<file path="src/dsd_pkg.sv">
// Constants and types for the data-space decoder with program-memory window
// ==========================================
package dsd_pkg;
	// ==========================================
	// Widths
	localparam int DATA_W     = 8;
	localparam int WIN_OFS_W  = 6;
	localparam int WIN_BASE_W = 6;
	localparam int PRG_ADDR_W = 12;
	localparam int STACK_DEPTH = 6;

	// ==========================================
	// Data-space offsets
	localparam logic [7:0] ADDR_BANK_HI   = 8'h3F;
	localparam logic [7:0] ADDR_WIN_LO    = 8'h40;
	localparam logic [7:0] ADDR_WIN_HI    = 8'h7F;
	localparam logic [7:0] ADDR_CORE_LO   = 8'h80;
	localparam logic [7:0] ADDR_CORE_HI   = 8'h83;
	localparam logic [7:0] ADDR_RAM_LO    = 8'h84;
	localparam logic [7:0] ADDR_RAM_HI    = 8'hBF;
	localparam logic [7:0] ADDR_PDAT_LO   = 8'hC0;
	localparam logic [7:0] ADDR_PDAT_HI   = 8'hC2;
	localparam logic [7:0] ADDR_PDIR_LO   = 8'hC4;
	localparam logic [7:0] ADDR_PDIR_HI   = 8'hC6;
	localparam logic [7:0] ADDR_INT_OPT   = 8'hC8;
	localparam logic [7:0] ADDR_WIN_BASE  = 8'hC9;
	localparam logic [7:0] ADDR_POPT_LO   = 8'hCC;
	localparam logic [7:0] ADDR_POPT_HI   = 8'hCE;
	localparam logic [7:0] ADDR_PERIPH_LO = 8'hD0;
	localparam logic [7:0] ADDR_PERIPH_HI = 8'hDC;
	localparam logic [7:0] ADDR_BANK_REG  = 8'hE8;
	localparam logic [7:0] ADDR_EE_CTL    = 8'hEA;
	localparam logic [7:0] ADDR_ACC       = 8'hFF;

	// ==========================================
	// Field positions and fixed values
	localparam int          BANK_RAM2_BIT = 4;
	localparam int          BANK_EE0_BIT  = 0;
	localparam logic [7:0]  UNDEF_RD_VAL  = 8'h00;
	localparam logic [11:0] STACK_RST_VAL = 12'h000;

	// ==========================================
	// Decoded target region, one-hot
	typedef enum logic [5:0] {
		RG_NONE   = 6'h01,
		RG_BANK   = 6'h02,
		RG_WIN    = 6'h04,
		RG_CORE   = 6'h08,
		RG_RAM    = 6'h10,
		RG_PERIPH = 6'h20
	} dsd_region_t;
endpackage

</file>
<file path="src/dsd_ret_stack.sv">
// Six-level return address stack kept apart from data space
`timescale 1ns/100ps
module dsd_ret_stack (
	// Clock and reset
	input  wire logic        clk_sys,
	input  wire logic        arst_n,
	// Push and pop from the core
	input  wire logic        push,
	input  wire logic        pop,
	input  wire logic [11:0] pushAddr,
	// Top of stack
	output logic      [11:0] stackTop
);
	// ==========================================
	// Storage: entry 0 is the top
	logic [11:0] ent_q [dsd_pkg::STACK_DEPTH];  // Entries
	logic [11:0] ent_d [dsd_pkg::STACK_DEPTH];  // Next entries

	// Shift down on push, up on pop; overflow drops the oldest
	always_comb begin
		for (int i = 0; i < dsd_pkg::STACK_DEPTH; i++) begin
			ent_d[i] = ent_q[i];
		end
		if (push && pop) begin  // Replace top
			ent_d[0] = pushAddr;
		end else if (push) begin
			ent_d[0] = pushAddr;
			for (int i = 1; i < dsd_pkg::STACK_DEPTH; i++) begin
				ent_d[i] = ent_q[i-1];
			end
		end else if (pop) begin
			for (int i = 0; i < dsd_pkg::STACK_DEPTH - 1; i++) begin
				ent_d[i] = ent_q[i+1];
			end
			ent_d[dsd_pkg::STACK_DEPTH-1] = dsd_pkg::STACK_RST_VAL;
		end
	end

	// One flop per entry
	genvar g;
	generate
		for (g = 0; g < dsd_pkg::STACK_DEPTH; g++) begin : gEnt
			always_ff @(posedge clk_sys or negedge arst_n) begin
				if (!arst_n) begin
					ent_q[g] <= dsd_pkg::STACK_RST_VAL;
				end else begin
					ent_q[g] <= ent_d[g];
				end
			end
		end
	endgenerate

	assign stackTop = ent_q[0];

	// Pushed address shows on top next cycle
	property p_stack_push;
		@(posedge clk_sys) disable iff (!arst_n)
		push |=> stackTop == $past(pushAddr);
	endproperty
	a_stack_push: assert property (p_stack_push) else $error("push lost");

	// Pop then shows what was second
	property p_stack_pop;
		@(posedge clk_sys) disable iff (!arst_n)
		(pop && !push) |=> stackTop == $past(ent_q[1]);
	endproperty
	a_stack_pop: assert property (p_stack_pop) else $error("pop wrong");
endmodule

</file>
<file path="src/dsd_data_decoder.sv">
// Data-space decoder with read-only program-memory window and bank register
`timescale 1ns/100ps
module dsd_data_decoder (
	// Clock and reset
	input  wire logic        clk_sys,
	input  wire logic        arst_n,
	// Core data-space access
	input  wire logic [7:0]  coreAddr,
	input  wire logic        coreRd,
	input  wire logic        coreWr,
	input  wire logic [7:0]  coreWrData,
	// Core stack port
	input  wire logic        stackPush,
	input  wire logic        stackPop,
	input  wire logic [11:0] stackPushAddr,
	// Read data returned by targets
	input  wire logic [7:0]  bankRdData,
	input  wire logic [7:0]  coreRegRdData,
	input  wire logic [7:0]  ramRdData,
	input  wire logic [7:0]  periphRdData,
	input  wire logic [7:0]  prgRdData,
	// Access to targets
	output logic      [7:0]  accAddr_q,
	output logic      [7:0]  accWrData_q,
	output logic             accWr_q,
	output logic             accRd_q,
	output logic             bankSel_q,
	output logic             coreSel_q,
	output logic             ramSel_q,
	output logic             periphSel_q,
	// Program memory window
	output logic      [11:0] prgAddr_q,
	output logic             prgRd_q,
	// Bank selection
	output logic             bankRamPage2_q,
	output logic             bankEepPage0_q,
	// Read answer
	output logic      [7:0]  rdData_q,
	output logic             rdValid_q,
	// Return stack top
	output logic      [11:0] stackTop
);
	// ==========================================
	// Address decode
	function automatic dsd_pkg::dsd_region_t decodeAddr(input logic [7:0] a);
		if (a <= dsd_pkg::ADDR_BANK_HI) begin
			decodeAddr = dsd_pkg::RG_BANK;
		end else if (a <= dsd_pkg::ADDR_WIN_HI) begin
			decodeAddr = dsd_pkg::RG_WIN;
		end else if (a <= dsd_pkg::ADDR_CORE_HI || a == dsd_pkg::ADDR_ACC) begin
			decodeAddr = dsd_pkg::RG_CORE;
		end else if (a <= dsd_pkg::ADDR_RAM_HI) begin
			decodeAddr = dsd_pkg::RG_RAM;
		end else if ((a >= dsd_pkg::ADDR_PDAT_LO && a <= dsd_pkg::ADDR_PDAT_HI)
			|| (a >= dsd_pkg::ADDR_PDIR_LO && a <= dsd_pkg::ADDR_PDIR_HI)
			|| (a >= dsd_pkg::ADDR_POPT_LO && a <= dsd_pkg::ADDR_POPT_HI)) begin
			decodeAddr = dsd_pkg::RG_PERIPH;
		end else if (a == dsd_pkg::ADDR_INT_OPT || a == dsd_pkg::ADDR_EE_CTL
			|| (a >= dsd_pkg::ADDR_PERIPH_LO && a <= dsd_pkg::ADDR_PERIPH_HI)) begin
			decodeAddr = dsd_pkg::RG_PERIPH;
		end else begin
			// Reserved holes, window base and bank register
			decodeAddr = dsd_pkg::RG_NONE;
		end
	endfunction

	dsd_pkg::dsd_region_t curRegion;  // Region of the present access
	logic winBaseWr;                  // Write hits window base
	logic bankRegWr;                  // Write hits bank register

	always_comb begin
		curRegion = decodeAddr(coreAddr);
		winBaseWr = coreWr && coreAddr == dsd_pkg::ADDR_WIN_BASE;
		bankRegWr = coreWr && coreAddr == dsd_pkg::ADDR_BANK_REG;
	end

	// ==========================================
	// Window base register: no reset, holds through any reset
	logic [5:0] winBase_q;  // Upper program-memory address bits
	logic [5:0] winBase_d;
	logic       winSeen_q;  // Base written once; unknown before, so hold check waits
	logic       winSeen_d;

	// Only a write at C9h loads it; reads leave it alone
	always_comb begin
		winBase_d = winBase_q;
		winSeen_d = winSeen_q || winBaseWr;
		if (winBaseWr) begin
			winBase_d = coreWrData[dsd_pkg::WIN_BASE_W-1:0];
		end
	end

	// Deliberately no reset branch: contents undefined until first write
	always_ff @(posedge clk_sys) begin
		winBase_q <= winBase_d;
		winSeen_q <= winSeen_d;
	end

	// ==========================================
	// Bank register: write-only, also not cleared by reset
	logic bankRam2_d;
	logic bankEe0_d;

	always_comb begin
		bankRam2_d = bankRamPage2_q;
		bankEe0_d  = bankEepPage0_q;
		if (bankRegWr) begin
			bankRam2_d = coreWrData[dsd_pkg::BANK_RAM2_BIT];
			bankEe0_d  = coreWrData[dsd_pkg::BANK_EE0_BIT];
		end
	end

	// Both bits may be set together; that conflict is left to software
	always_ff @(posedge clk_sys) begin
		bankRamPage2_q <= bankRam2_d;
		bankEepPage0_q <= bankEe0_d;
	end

	// ==========================================
	// Access stage: registered selects to the targets
	logic [7:0]  accAddr_d;
	logic [7:0]  accWrData_d;
	logic        accWr_d;
	logic        accRd_d;
	logic        bankSel_d;
	logic        coreSel_d;
	logic        ramSel_d;
	logic        periphSel_d;
	logic [11:0] prgAddr_d;
	logic        prgRd_d;
	logic        rdPend_d;
	logic        rdPend_q;  // Any read in flight, mapped or not
	dsd_pkg::dsd_region_t rdRegion_d;
	dsd_pkg::dsd_region_t rdRegion_q;  // Region for the answer mux

	always_comb begin
		accAddr_d   = coreAddr;
		accWrData_d = coreWrData;
		accWr_d     = 1'b0;
		accRd_d     = 1'b0;
		bankSel_d   = 1'b0;
		coreSel_d   = 1'b0;
		ramSel_d    = 1'b0;
		periphSel_d = 1'b0;
		prgAddr_d   = prgAddr_q;
		prgRd_d     = 1'b0;
		rdPend_d    = coreRd;
		rdRegion_d  = coreRd ? curRegion : dsd_pkg::RG_NONE;
		case (curRegion)
			dsd_pkg::RG_BANK: begin
				bankSel_d = coreRd || coreWr;
				accRd_d   = coreRd;
				accWr_d   = coreWr;
			end
			dsd_pkg::RG_WIN: begin
				// Reads only; writes fall on nothing
				prgRd_d = coreRd;
				if (coreRd) begin
					prgAddr_d = {winBase_q, coreAddr[dsd_pkg::WIN_OFS_W-1:0]};
				end
			end
			dsd_pkg::RG_CORE: begin
				coreSel_d = coreRd || coreWr;
				accRd_d   = coreRd;
				accWr_d   = coreWr;
			end
			dsd_pkg::RG_RAM: begin
				ramSel_d = coreRd || coreWr;
				accRd_d  = coreRd;
				accWr_d  = coreWr;
			end
			dsd_pkg::RG_PERIPH: begin
				periphSel_d = coreRd || coreWr;
				accRd_d     = coreRd;
				accWr_d     = coreWr;
			end
			default: begin
				// Holes and write-only registers: no target strobed
			end
		endcase
	end

	always_ff @(posedge clk_sys or negedge arst_n) begin
		if (!arst_n) begin
			accAddr_q   <= 8'h00;
			accWrData_q <= 8'h00;
			accWr_q     <= 1'b0;
			accRd_q     <= 1'b0;
			bankSel_q   <= 1'b0;
			coreSel_q   <= 1'b0;
			ramSel_q    <= 1'b0;
			periphSel_q <= 1'b0;
			prgAddr_q   <= 12'h000;
			prgRd_q     <= 1'b0;
			rdPend_q    <= 1'b0;
			rdRegion_q  <= dsd_pkg::RG_NONE;
		end else begin
			accAddr_q   <= accAddr_d;
			accWrData_q <= accWrData_d;
			accWr_q     <= accWr_d;
			accRd_q     <= accRd_d;
			bankSel_q   <= bankSel_d;
			coreSel_q   <= coreSel_d;
			ramSel_q    <= ramSel_d;
			periphSel_q <= periphSel_d;
			prgAddr_q   <= prgAddr_d;
			prgRd_q     <= prgRd_d;
			rdPend_q    <= rdPend_d;
			rdRegion_q  <= rdRegion_d;
		end
	end

	// ==========================================
	// Answer stage: targets answer during the access cycle
	logic [7:0] rdData_d;

	always_comb begin
		case (rdRegion_q)
			dsd_pkg::RG_BANK:   rdData_d = bankRdData;
			dsd_pkg::RG_WIN:    rdData_d = prgRdData;
			dsd_pkg::RG_CORE:   rdData_d = coreRegRdData;
			dsd_pkg::RG_RAM:    rdData_d = ramRdData;
			dsd_pkg::RG_PERIPH: rdData_d = periphRdData;
			default:            rdData_d = dsd_pkg::UNDEF_RD_VAL;
		endcase
	end

	always_ff @(posedge clk_sys or negedge arst_n) begin
		if (!arst_n) begin
			rdData_q  <= 8'h00;
			rdValid_q <= 1'b0;
		end else begin
			rdData_q  <= rdData_d;
			rdValid_q <= rdPend_q;
		end
	end

	// ==========================================
	// Return stack
	dsd_ret_stack uStack (
		.clk_sys  (clk_sys),
		.arst_n   (arst_n),
		.push     (stackPush),
		.pop      (stackPop),
		.pushAddr (stackPushAddr),
		.stackTop (stackTop)
	);

	// ==========================================
	// Checks
	property p_win_read;
		@(posedge clk_sys) disable iff (!arst_n)
		(coreRd && coreAddr >= 8'h40 && coreAddr <= 8'h7F) |=> prgRd_q && !accRd_q;
	endproperty
	a_win_read: assert property (p_win_read) else $error("window read missed");

	property p_win_addr;
		@(posedge clk_sys) disable iff (!arst_n)
		(coreRd && coreAddr[7:6] == 2'b01)
			|=> prgAddr_q == {$past(winBase_q), $past(coreAddr[5:0])};
	endproperty
	a_win_addr: assert property (p_win_addr) else $error("window address wrong");

	property p_win_base_hold;
		@(posedge clk_sys) disable iff (!arst_n)
		winSeen_q && !(coreWr && coreAddr == 8'hC9) |=> winBase_q == $past(winBase_q);
	endproperty
	a_win_base_hold: assert property (p_win_base_hold) else $error("base moved");

	property p_win_base_load;
		@(posedge clk_sys) disable iff (!arst_n)
		(coreWr && coreAddr == 8'hC9) |=> winBase_q == $past(coreWrData[5:0]);
	endproperty
	a_win_base_load: assert property (p_win_base_load) else $error("base not loaded");

	property p_win_write;
		@(posedge clk_sys) disable iff (!arst_n)
		(coreWr && coreAddr[7:6] == 2'b01) |=> !prgRd_q && !accWr_q;
	endproperty
	a_win_write: assert property (p_win_write) else $error("window write leaked");

	property p_bank_sel;
		@(posedge clk_sys) disable iff (!arst_n)
		((coreRd || coreWr) && coreAddr <= 8'h3F) |=> bankSel_q && !ramSel_q;
	endproperty
	a_bank_sel: assert property (p_bank_sel) else $error("bank not selected");

	property p_ram_sel;
		@(posedge clk_sys) disable iff (!arst_n)
		(coreRd || coreWr) |=> ramSel_q == ($past(coreAddr) >= 8'h84 && $past(coreAddr) <= 8'hBF);
	endproperty
	a_ram_sel: assert property (p_ram_sel) else $error("RAM decode wrong");

	property p_core_sel;
		@(posedge clk_sys) disable iff (!arst_n)
		(coreRd || coreWr) |=> coreSel_q == ($past(coreAddr) inside {[8'h80:8'h83], 8'hFF});
	endproperty
	a_core_sel: assert property (p_core_sel) else $error("core decode wrong");

	property p_port_sel;
		@(posedge clk_sys) disable iff (!arst_n)
		(coreRd || coreWr) && coreAddr inside {8'hC3, 8'hC7, 8'hC9, 8'hCF}
			|=> !periphSel_q && !accRd_q && !accWr_q;
	endproperty
	a_port_sel: assert property (p_port_sel) else $error("hole decoded");

	property p_periph_sel;
		@(posedge clk_sys) disable iff (!arst_n)
		(coreRd && coreAddr inside {8'hC8, 8'hEA, [8'hD0:8'hDC]}) |=> periphSel_q;
	endproperty
	a_periph_sel: assert property (p_periph_sel) else $error("peripheral missed");

	property p_bank_reg;
		@(posedge clk_sys) disable iff (!arst_n)
		(coreWr && coreAddr == 8'hE8)
			|=> bankRamPage2_q == $past(coreWrData[4]) && bankEepPage0_q == $past(coreWrData[0]);
	endproperty
	a_bank_reg: assert property (p_bank_reg) else $error("bank register wrong");

	property p_base_read;
		@(posedge clk_sys) disable iff (!arst_n)
		(coreRd && !coreWr && coreAddr == 8'hC9)
			|=> ##1 rdValid_q && rdData_q == 8'h00;
	endproperty
	a_base_read: assert property (p_base_read) else $error("base read answered");
endmodule

</file>
<file path="config.mk">
export PLATFORM = sky130hd
export DESIGN_NAME = dsd_data_decoder
export DESIGN_NICKNAME = d
export VERILOG_FILES = /design/src/dsd_pkg.sv /design/src/dsd_ret_stack.sv /design/src/dsd_data_decoder.sv
export SDC_FILE = /design/constraint.sdc
export NUM_CORES = 1
export LEC_CHECK = 0
export ABC_AREA = 1
export BUFFER_PORTS_ARGS = -buffer_cell sky130_fd_sc_hd__clkbuf_2
export CAP_MARGIN = 10
export CORE_MARGIN = 2
export CORE_UTILIZATION = 50
export CTS_BUF_LIST = sky130_fd_sc_hd__clkbuf_8
export CTS_CLUSTER_SIZE = 28
export DETAILED_ROUTE_END_ITERATION = 10
export HOLD_SLACK_MARGIN = 0.08
export PLACE_DENSITY_LB_ADDON = 0.08
export REMOVE_ABC_BUFFERS = 1
export SLEW_MARGIN = 20
export SYNTH_ARGS = -nofsm -noshare
export SYNTH_HDL_FRONTEND = slang
export SYNTH_HIERARCHICAL = 1
export SYNTH_SLANG_ARGS = --single-unit
</file>
<file path="constraint.sdc">
create_clock -name clk_sys -period 1.5 [get_ports clk_sys]
set_clock_uncertainty 0.2 [all_clocks]
set_input_delay 0.15 -clock clk_sys [delete_from_list [all_inputs] [get_ports clk_sys]]
set_output_delay 0.15 -clock clk_sys [all_outputs]
set_load 0.05 [all_outputs]
</file>
==> results of run 1 <==
==> cell type report <==
class / instances / area [um2] / area share (%)
Clock buffer: 26 / 358 / 4.53
Clock inverter: 6 / 88.8 / 1.12
Inverter: 47 / 179 / 2.26
Multi-Input combinational cell: 416 / 1940 / 24.5
Sequential cell: 131 / 3320 / 42.0
Tap cell: 140 / 175 / 2.22
Timing Repair Buffer: 240 / 1850 / 23.3
==> timing repair <==
item / 4_1_cts / 5_1_grt
setup endpoints to repair: 9 / 48
hold endpoints to repair: 216 / 10
setup buffers: 1 / 2
pin swaps: 2 / 10
resized for setup: 4 / 55
hold buffers: 84 / 9
==> synth_stat cells (all sizes together) <==
library cell	count	area share [%]
a21oi	25	2.2
a31oi	48	5.3
buf	40	5.1
clkbuf	2	0.13
clkinv	1	0.066
dfrtp	122	54
dfstp	1	0.47
edfxtp	8	4.3
ha	2	0.44
inv	46	3.1
nand2	191	13
nand3	20	1.8
nand4	5	0.55
nor2	89	6.0
nor3	6	0.93
nor4	1	0.11
o21ai	25	2.3
o21bai	1	0.13
o22ai	3	0.33
==> flip-flops by register name, summed over array words and instances, names as in the netlist, 6 cells and up <==
| signal | count |
|---|---|
| uStack/ent_q | 60 |
| winBase_q | 6 |
| uStack/stackTop | 12 |
| rdRegion_q | 6 |
| accWrData_q | 8 |
| prgAddr_q | 12 |
| rdData_q | 8 |
| accAddr_q | 8 |
==> power groups by stage <==
stage	combinational, W	clock, W	sequential (W)
CTS	0.00203	0.00328	0.00447
floorplan	0.000750	0	0.00494
detailed placement	0.00184	0	0.00452
global placement	0.00180	0	0.00450
global route	0.00230	0.00343	0.00454
finish	0.00208	0.00322	0.00447
==> path summary, 6_finish.rpt <==
check,startpoint,endpoint,slack [ns],cells after the start
worst max-delay path,rdRegion_q[0],rdData_q[5],-0.02,8
min in group asynchronous,arst_n,uStack/ent_q[26],0.40,3
worst max register to register,rdRegion_q[0],rdData_q[5],-0.02,8
worst min register to register,rdPend_q,rdValid_q,0.15,0
max in group asynchronous,arst_n,accWrData_q[4],0.12,4
worst min-delay path,stackPop,uStack/stackTop[3],0.11,5
==> through the flow <==
| step | std cells | hold slack, ns | setup slack, ns | utilization (%) |
|---|---|---|---|---|
| CTS | 1000 | 0.0820 | 0.000157 | 70.7 |
| global placement | 883 | -0.245 | 0.000311 | 58.6 |
| global route | 1006 | 0.110 | -0.0808 | 72.3 |
| detailed placement | 883 | -0.245 | -0.0907 | 58.6 |
| floorplan | 594 | -0.346 | -2.41 | - |
| finish | 1006 | 0.111 | -0.0202 | 72.3 |
==> per-layer routing <==
metal | GRT usage (%) | share of wire, % | up-vias
li1 | - | - | 2481
met2 | 37.8 | 49 | 181
met3 | 7.94 | 6.7 | 37
met4 | 9.46 | 2.7 | 0
met5 | 0 | 0 | -
met1 | 28.4 | 41 | 2414
==> layout by cell type (no fill, tap or decap), types with 6 or more instances in the layout <==
| cell | n |
|---|---|
| clkbuf_2 | 107 |
| nand3_1 | 19 |
| buf_4 | 15 |
| o21ai_0 | 20 |
| clkbuf_4 | 8 |
| inv_1 | 42 |
| dlymetal6s4s_1 | 6 |
| clkbuf_8 | 26 |
| nand2_1 | 184 |
| a31oi_1 | 48 |
| dfrtp_1 | 122 |
| buf_2 | 10 |
| a21oi_1 | 24 |
| edfxtp_1 | 8 |
| dlygate4sd3_1 | 86 |
| nor2_1 | 83 |
| buf_12 | 7 |
==> cells by family after synthesis <==
family / after synthesis
buffers and inverters: 89
AND/OR/NAND/NOR: 312
flip-flops: 131
adder cells (fa/ha/maj): 2
AO/OA/AOI/OAI: 102
==> critical path, stage by stage, from the launching register on <==
cell,delay (ns)
dfstp_2,0.56
nor2_4,0.05
nand2_4,0.08
nor3_4,0.05
buf_12,0.13
nand2_1,0.05
nand2_1,0.07
nor2_1,0.14
nand2_1,0.07
==> results.toml, run 1 <==
[outcome]
status = "finished with violations"
violations = "setup timing"

[sta]
hold_viol_final = 0
worst_pin_slew_ns = 0.593
setup_tns_ns = -0.0202
finalSetupViolCount = 1
min_period_ns = 1.52
slew-limit-headroom_pct = 60.4
worst_slack_ns = -0.0202
drv_slew = 0
period_share_pct = 101
max_freq_mhz = 658
grt_setup_unrepaired = "true"

[yosys]
syn_area_per_cell_um2 = 8.88
synth-seq-cells = 131
yosys.area_share.xor_xnor_pct = 0
synth-compound-area-share_pct = 10.3
yosys_warnings = 6
synthAdderAreaFrac_pct = 0.443
yosysSeqAreaShare_pct = 58.7
synth_cell_type_count = 26
synthSimpleGateAreaFrac_pct = 22.1
synthMuxAreaShare_pct = 0
synth_cells = 636
synth_top_family_by_area = "simple AND/OR/NAND/NOR gates"
synth_area_um2 = 5650

[grt]
grt-ovfl-total = 0
grt_usage_pct = 23.2
grt_pass1_vias = 4936
grt_max_degree = 74
grt_pass1_wl_mm = 21.7
antenna_found_initial = 0

[clock_tree]
cts_buffers = 17
htreeDepth = 4
cts.path.max_buffers = 2
clk_pin_slew_ns = 0.08
root_buffer = "clkbuf_8"
tritoncts = "done"
clk_latency_ns = 0.44
clkSinkCount = 131

[power]
swShare_pct = 30.8
p_comb_share_pct = 21.3
internal-power_w = 0.00675
power_density_nw_per_um2 = 1230
p_seq_share_pct = 45.8
fin_total_pwr_w = 0.00976
p_leak_nw = 3.92
vdd_ir_drop_max_uv = 1010
switching_power_w = 0.00301
pwr-share-clk_pct = 33.0

[critical_path]
criticalPathCategory = "reg -> reg"
cp-end-kind = "flop"
crit_path_start_kind = "flop"
cp_max_fo = 7
cp_data_arrival_time_ns = 1.64
cp_data_required_time_ns = 1.62

[min_path]
worstHoldPathType = "in -> reg"

[finish]
fin_nets = 929
n_antenna_cell = 0
drive_gt1_share_pct = 24.0
area_delta_synth_final_pct = 39.9
fillers = 806
design_area_um2 = 7900

[route]
drtIter0Drc = 345
vias = 5113
drc = 0
antenna_left = 0
drt-total-wl_mm = 14.1
vias_per_cell = 5.08
firstDrtPassIters = 5
wl_per_cell_um = 14.0

[placement]
dp_hpwl_mm = 8.05
port_buffers = 131
gp_congestion = 0.808
dpl-instance-area_um2 = 6410

[floorplanning]
start_util_pct = 51.7
die_y_um = 110
std_cell_rows = 38
die_area_um2 = 12200
coreArea_um2 = 10900
ios = 132
die_w_um = 110

[run]
cap_violations = 0
Power figures use the tool's default switching activity.
==> run 2: changes to the inputs <==
--- a/config.mk
+++ b/config.mk
@@ -5,13 +5,12 @@
 export SDC_FILE = /design/constraint.sdc
 export NUM_CORES = 1
 export LEC_CHECK = 0
-export ABC_AREA = 1
 export BUFFER_PORTS_ARGS = -buffer_cell sky130_fd_sc_hd__clkbuf_2
 export CAP_MARGIN = 10
 export CORE_MARGIN = 2
 export CORE_UTILIZATION = 50
 export CTS_BUF_LIST = sky130_fd_sc_hd__clkbuf_8
-export CTS_CLUSTER_SIZE = 28
+export CTS_CLUSTER_SIZE = 10
 export DETAILED_ROUTE_END_ITERATION = 10
 export HOLD_SLACK_MARGIN = 0.08
 export PLACE_DENSITY_LB_ADDON = 0.08
==> run 2 against run 1 <==
Critical path type unchanged. Critical path depth shrank 3. Sequential share of layout area rose by 1.1 points. Largest cell class unchanged. The run ends with hold timing, setup timing left. Core utilization shrank 1.5 points. Area after synthesis down 0.66%. Fmax is 15% lower. Via count is 12% lower. Cell count shrank 13%. Combinational power increased by 9.6%. Flip-flop and latch count stayed put.
==> results.toml, run 2 <==
[placement]
port_buffers = 131
dp_hpwl_mm = 7.71
gp_congestion = 0.841
dp_slack_ns = -0.335

[yosys]
synth_cells = 504
yosys.area.top_type = "dfrtp_1"
synth_cell_type_count = 38
yosysSeqAreaShare_pct = 59.1
synthDominantCellAreaShare_pct = 54.4
synth_edf_count = 8
synth-seq-cells = 131
synth.most_common_cell = "dfrtp_1"
synth_area_um2 = 5610
synth_commonest_cells = "dfrtp_1 (122), mux2i_1 (59), nand2_1 (59)"
synth-main-ff-cell = "dfrtp_1"
synthTopCellsByArea = "dfrtp_1 (54%), mux2i_1 (11%), a21oi_1 (4.3%), edfxtp_1 (4.3%), nand2_1 (3.9%)"
yosys_warnings = 6
syn_area_per_cell_um2 = 11.1
async_flop_share_pct = 93.9

[floorplanning]
coreArea_um2 = 10900
die_area_um2 = 12100
ios = 132
die_w_um = 110
start_util_pct = 51.6
die_y_um = 110
std_cell_rows = 38

[sta]
setup_tns_ns = -4.24
hold-worst-slack_ns = -0.0181
worst_slack_ns = -0.288
slew-limit-headroom_pct = 74.6
drv_slew = 0
grt_setup_unrepaired = "true"
period_share_pct = 119
min_period_ns = 1.79
finalSetupViolCount = 29
max_freq_mhz = 559
worst_pin_slew_ns = 0.381
hold_viol_final = 23

[grt]
grt_pass1_wl_mm = 20.4
antenna_found_initial = 0
grt_usage_pct = 22.0
grt_max_degree = 50
grt_pass1_vias = 4396
grt-ovfl-total = 0

[critical_path]
crit_path_start_kind = "flop"
r2r_cells = 5
cp_data_required_time_ns = 1.66
cp-end-kind = "flop"
criticalPathCategory = "reg -> reg"
cp_max_fo = 8
cp_data_arrival_time_ns = 1.94

[clock_tree]
tritoncts = "done"
clkSinkCount = 131
clk_latency_ns = 0.43
cts_buffers = 17
root_buffer = "clkbuf_8"
cts.path.max_buffers = 2
htreeDepth = 4
clk_pin_slew_ns = 0.07

[run]
cap_violations = 0

[route]
drtIter0Drc = 266
firstDrtPassIters = 5
vias = 4525
wl_per_cell_um = 14.8
antenna_left = 0
vias_per_cell = 5.15
drc = 0
drt-total-wl_mm = 13.0

[outcome]
violations = "hold timing, setup timing"
status = "finished with violations"

[finish]
fillers = 775
final_cell_mix = "dfrtp_1 (122), clkbuf_2 (116), dlygate4sd3_1 (75)"
fin_nets = 801
largest_register = "uStack/ent_q"
drive_gt1_share_pct = 28.5
layout_commonest_cell = "dfrtp_1"
largest_reg_flops = 60
n_antenna_cell = 0
area_delta_synth_final_pct = 37.2

[min_path]
worstHoldPathType = "in -> async"

[power]
p_leak_nw = 3.72
power_density_nw_per_um2 = 1260
vdd_ir_drop_max_uv = 978
fin_total_pwr_w = 0.00967
## run 2: cell count changes after synthesis, moves of 9 or more
cell and change:
nand2_1 -132, mux2i_1 +59, a31oi_1 -48, nor2_1 -33
inv_1 -24, a21oi_1 +23, a22oi_1 +9, clkbuf_1 +9
o21ai_1 +9
## run 2: cells by family (layout without fill, tap and decap cells)
family / after synthesis / count (layout) / synth area share, %
AND/OR/NAND/NOR: 152 / 152 / 12.6
flip-flops: 131 / 131 / 59.1
AO/OA/AOI/OAI: 98 / 98 / 10.1
buffers and inverters: 61 / 295 / 6.98
multiplexers: 59 / 59 / 10.5
adder cells (fa/ha/maj): 2 / 2 / 0.446
XOR/XNOR: 1 / 1 / 0.156
## run 2: final cells by class
cell class	instances	area (um2)	area share [%]
Clock inverter	15	124	1.61
Inverter	20	75.1	0.975
Sequential cell	131	3320	43.1
Clock buffer	17	234	3.04
Timing Repair Buffer	243	1820	23.6
Multi-Input combinational cell	312	1960	25.4
Tap cell	140	175	2.27
## run 2: report_power, final
group	internal, W	total [W]	switching, W
Clock	0.00142	0.00271	0.00129
Combinational	0.000923	0.00228	0.00135
Sequential	0.00421	0.00468	0.000466
## run 2: worst paths after layout
check                              start                  end  slack, ns
min reg2reg                     rdPend_q            rdValid_q       0.15
min                               arst_n     uStack/ent_q[43]      -0.02
max reg2reg                rdRegion_q[0]          rdData_q[3]      -0.29
max in group asynchronous         arst_n         accAddr_q[7]       0.49
max                        rdRegion_q[0]          rdData_q[3]      -0.29
min in group clk_sys           stackPush  uStack/stackTop[11]       0.09
## run 2: routing by layer
layer | global-route usage (%) | share of wire (%)
met5 | 0 | 0
met2 | 35.1 | 51
met1 | 27.3 | 42
met3 | 6.99 | 5.1
met4 | 10.1 | 1.6
## run 2: what timing repair did
| action | CTS | global route |
|---|---|---|
| setup endpoints to repair | 9 | 49 |
| setup buffers | 2 | 0 |
| hold endpoints to repair | 208 | 44 |
| pin swaps | 10 | 4 |
| hold buffers | 74 | 5 |
| resized for setup | 2 | 27 |
## run 2: critical path, cell delays in order, from the launching register on
cell	delay [ns]
dfstp_2	0.38
or4_4	0.57
nor3b_4	0.24
buf_6	0.17
nand2_1	0.07
nand3_1	0.09
## run 2: stage by stage
step           util [%]  cells  hold slack (ns)  cell area, um2
2_1_floorplan         -    463           -0.346            5300
3_3_place_gp       59.7    768          -0.0981            6500
3_5_place_dp       59.7    768          -0.0990            6500
4_1_cts            70.0    876          -0.0397            7620
5_1_grt            70.7    878         0.000195            7700
6_report           70.7    878          -0.0181            7700
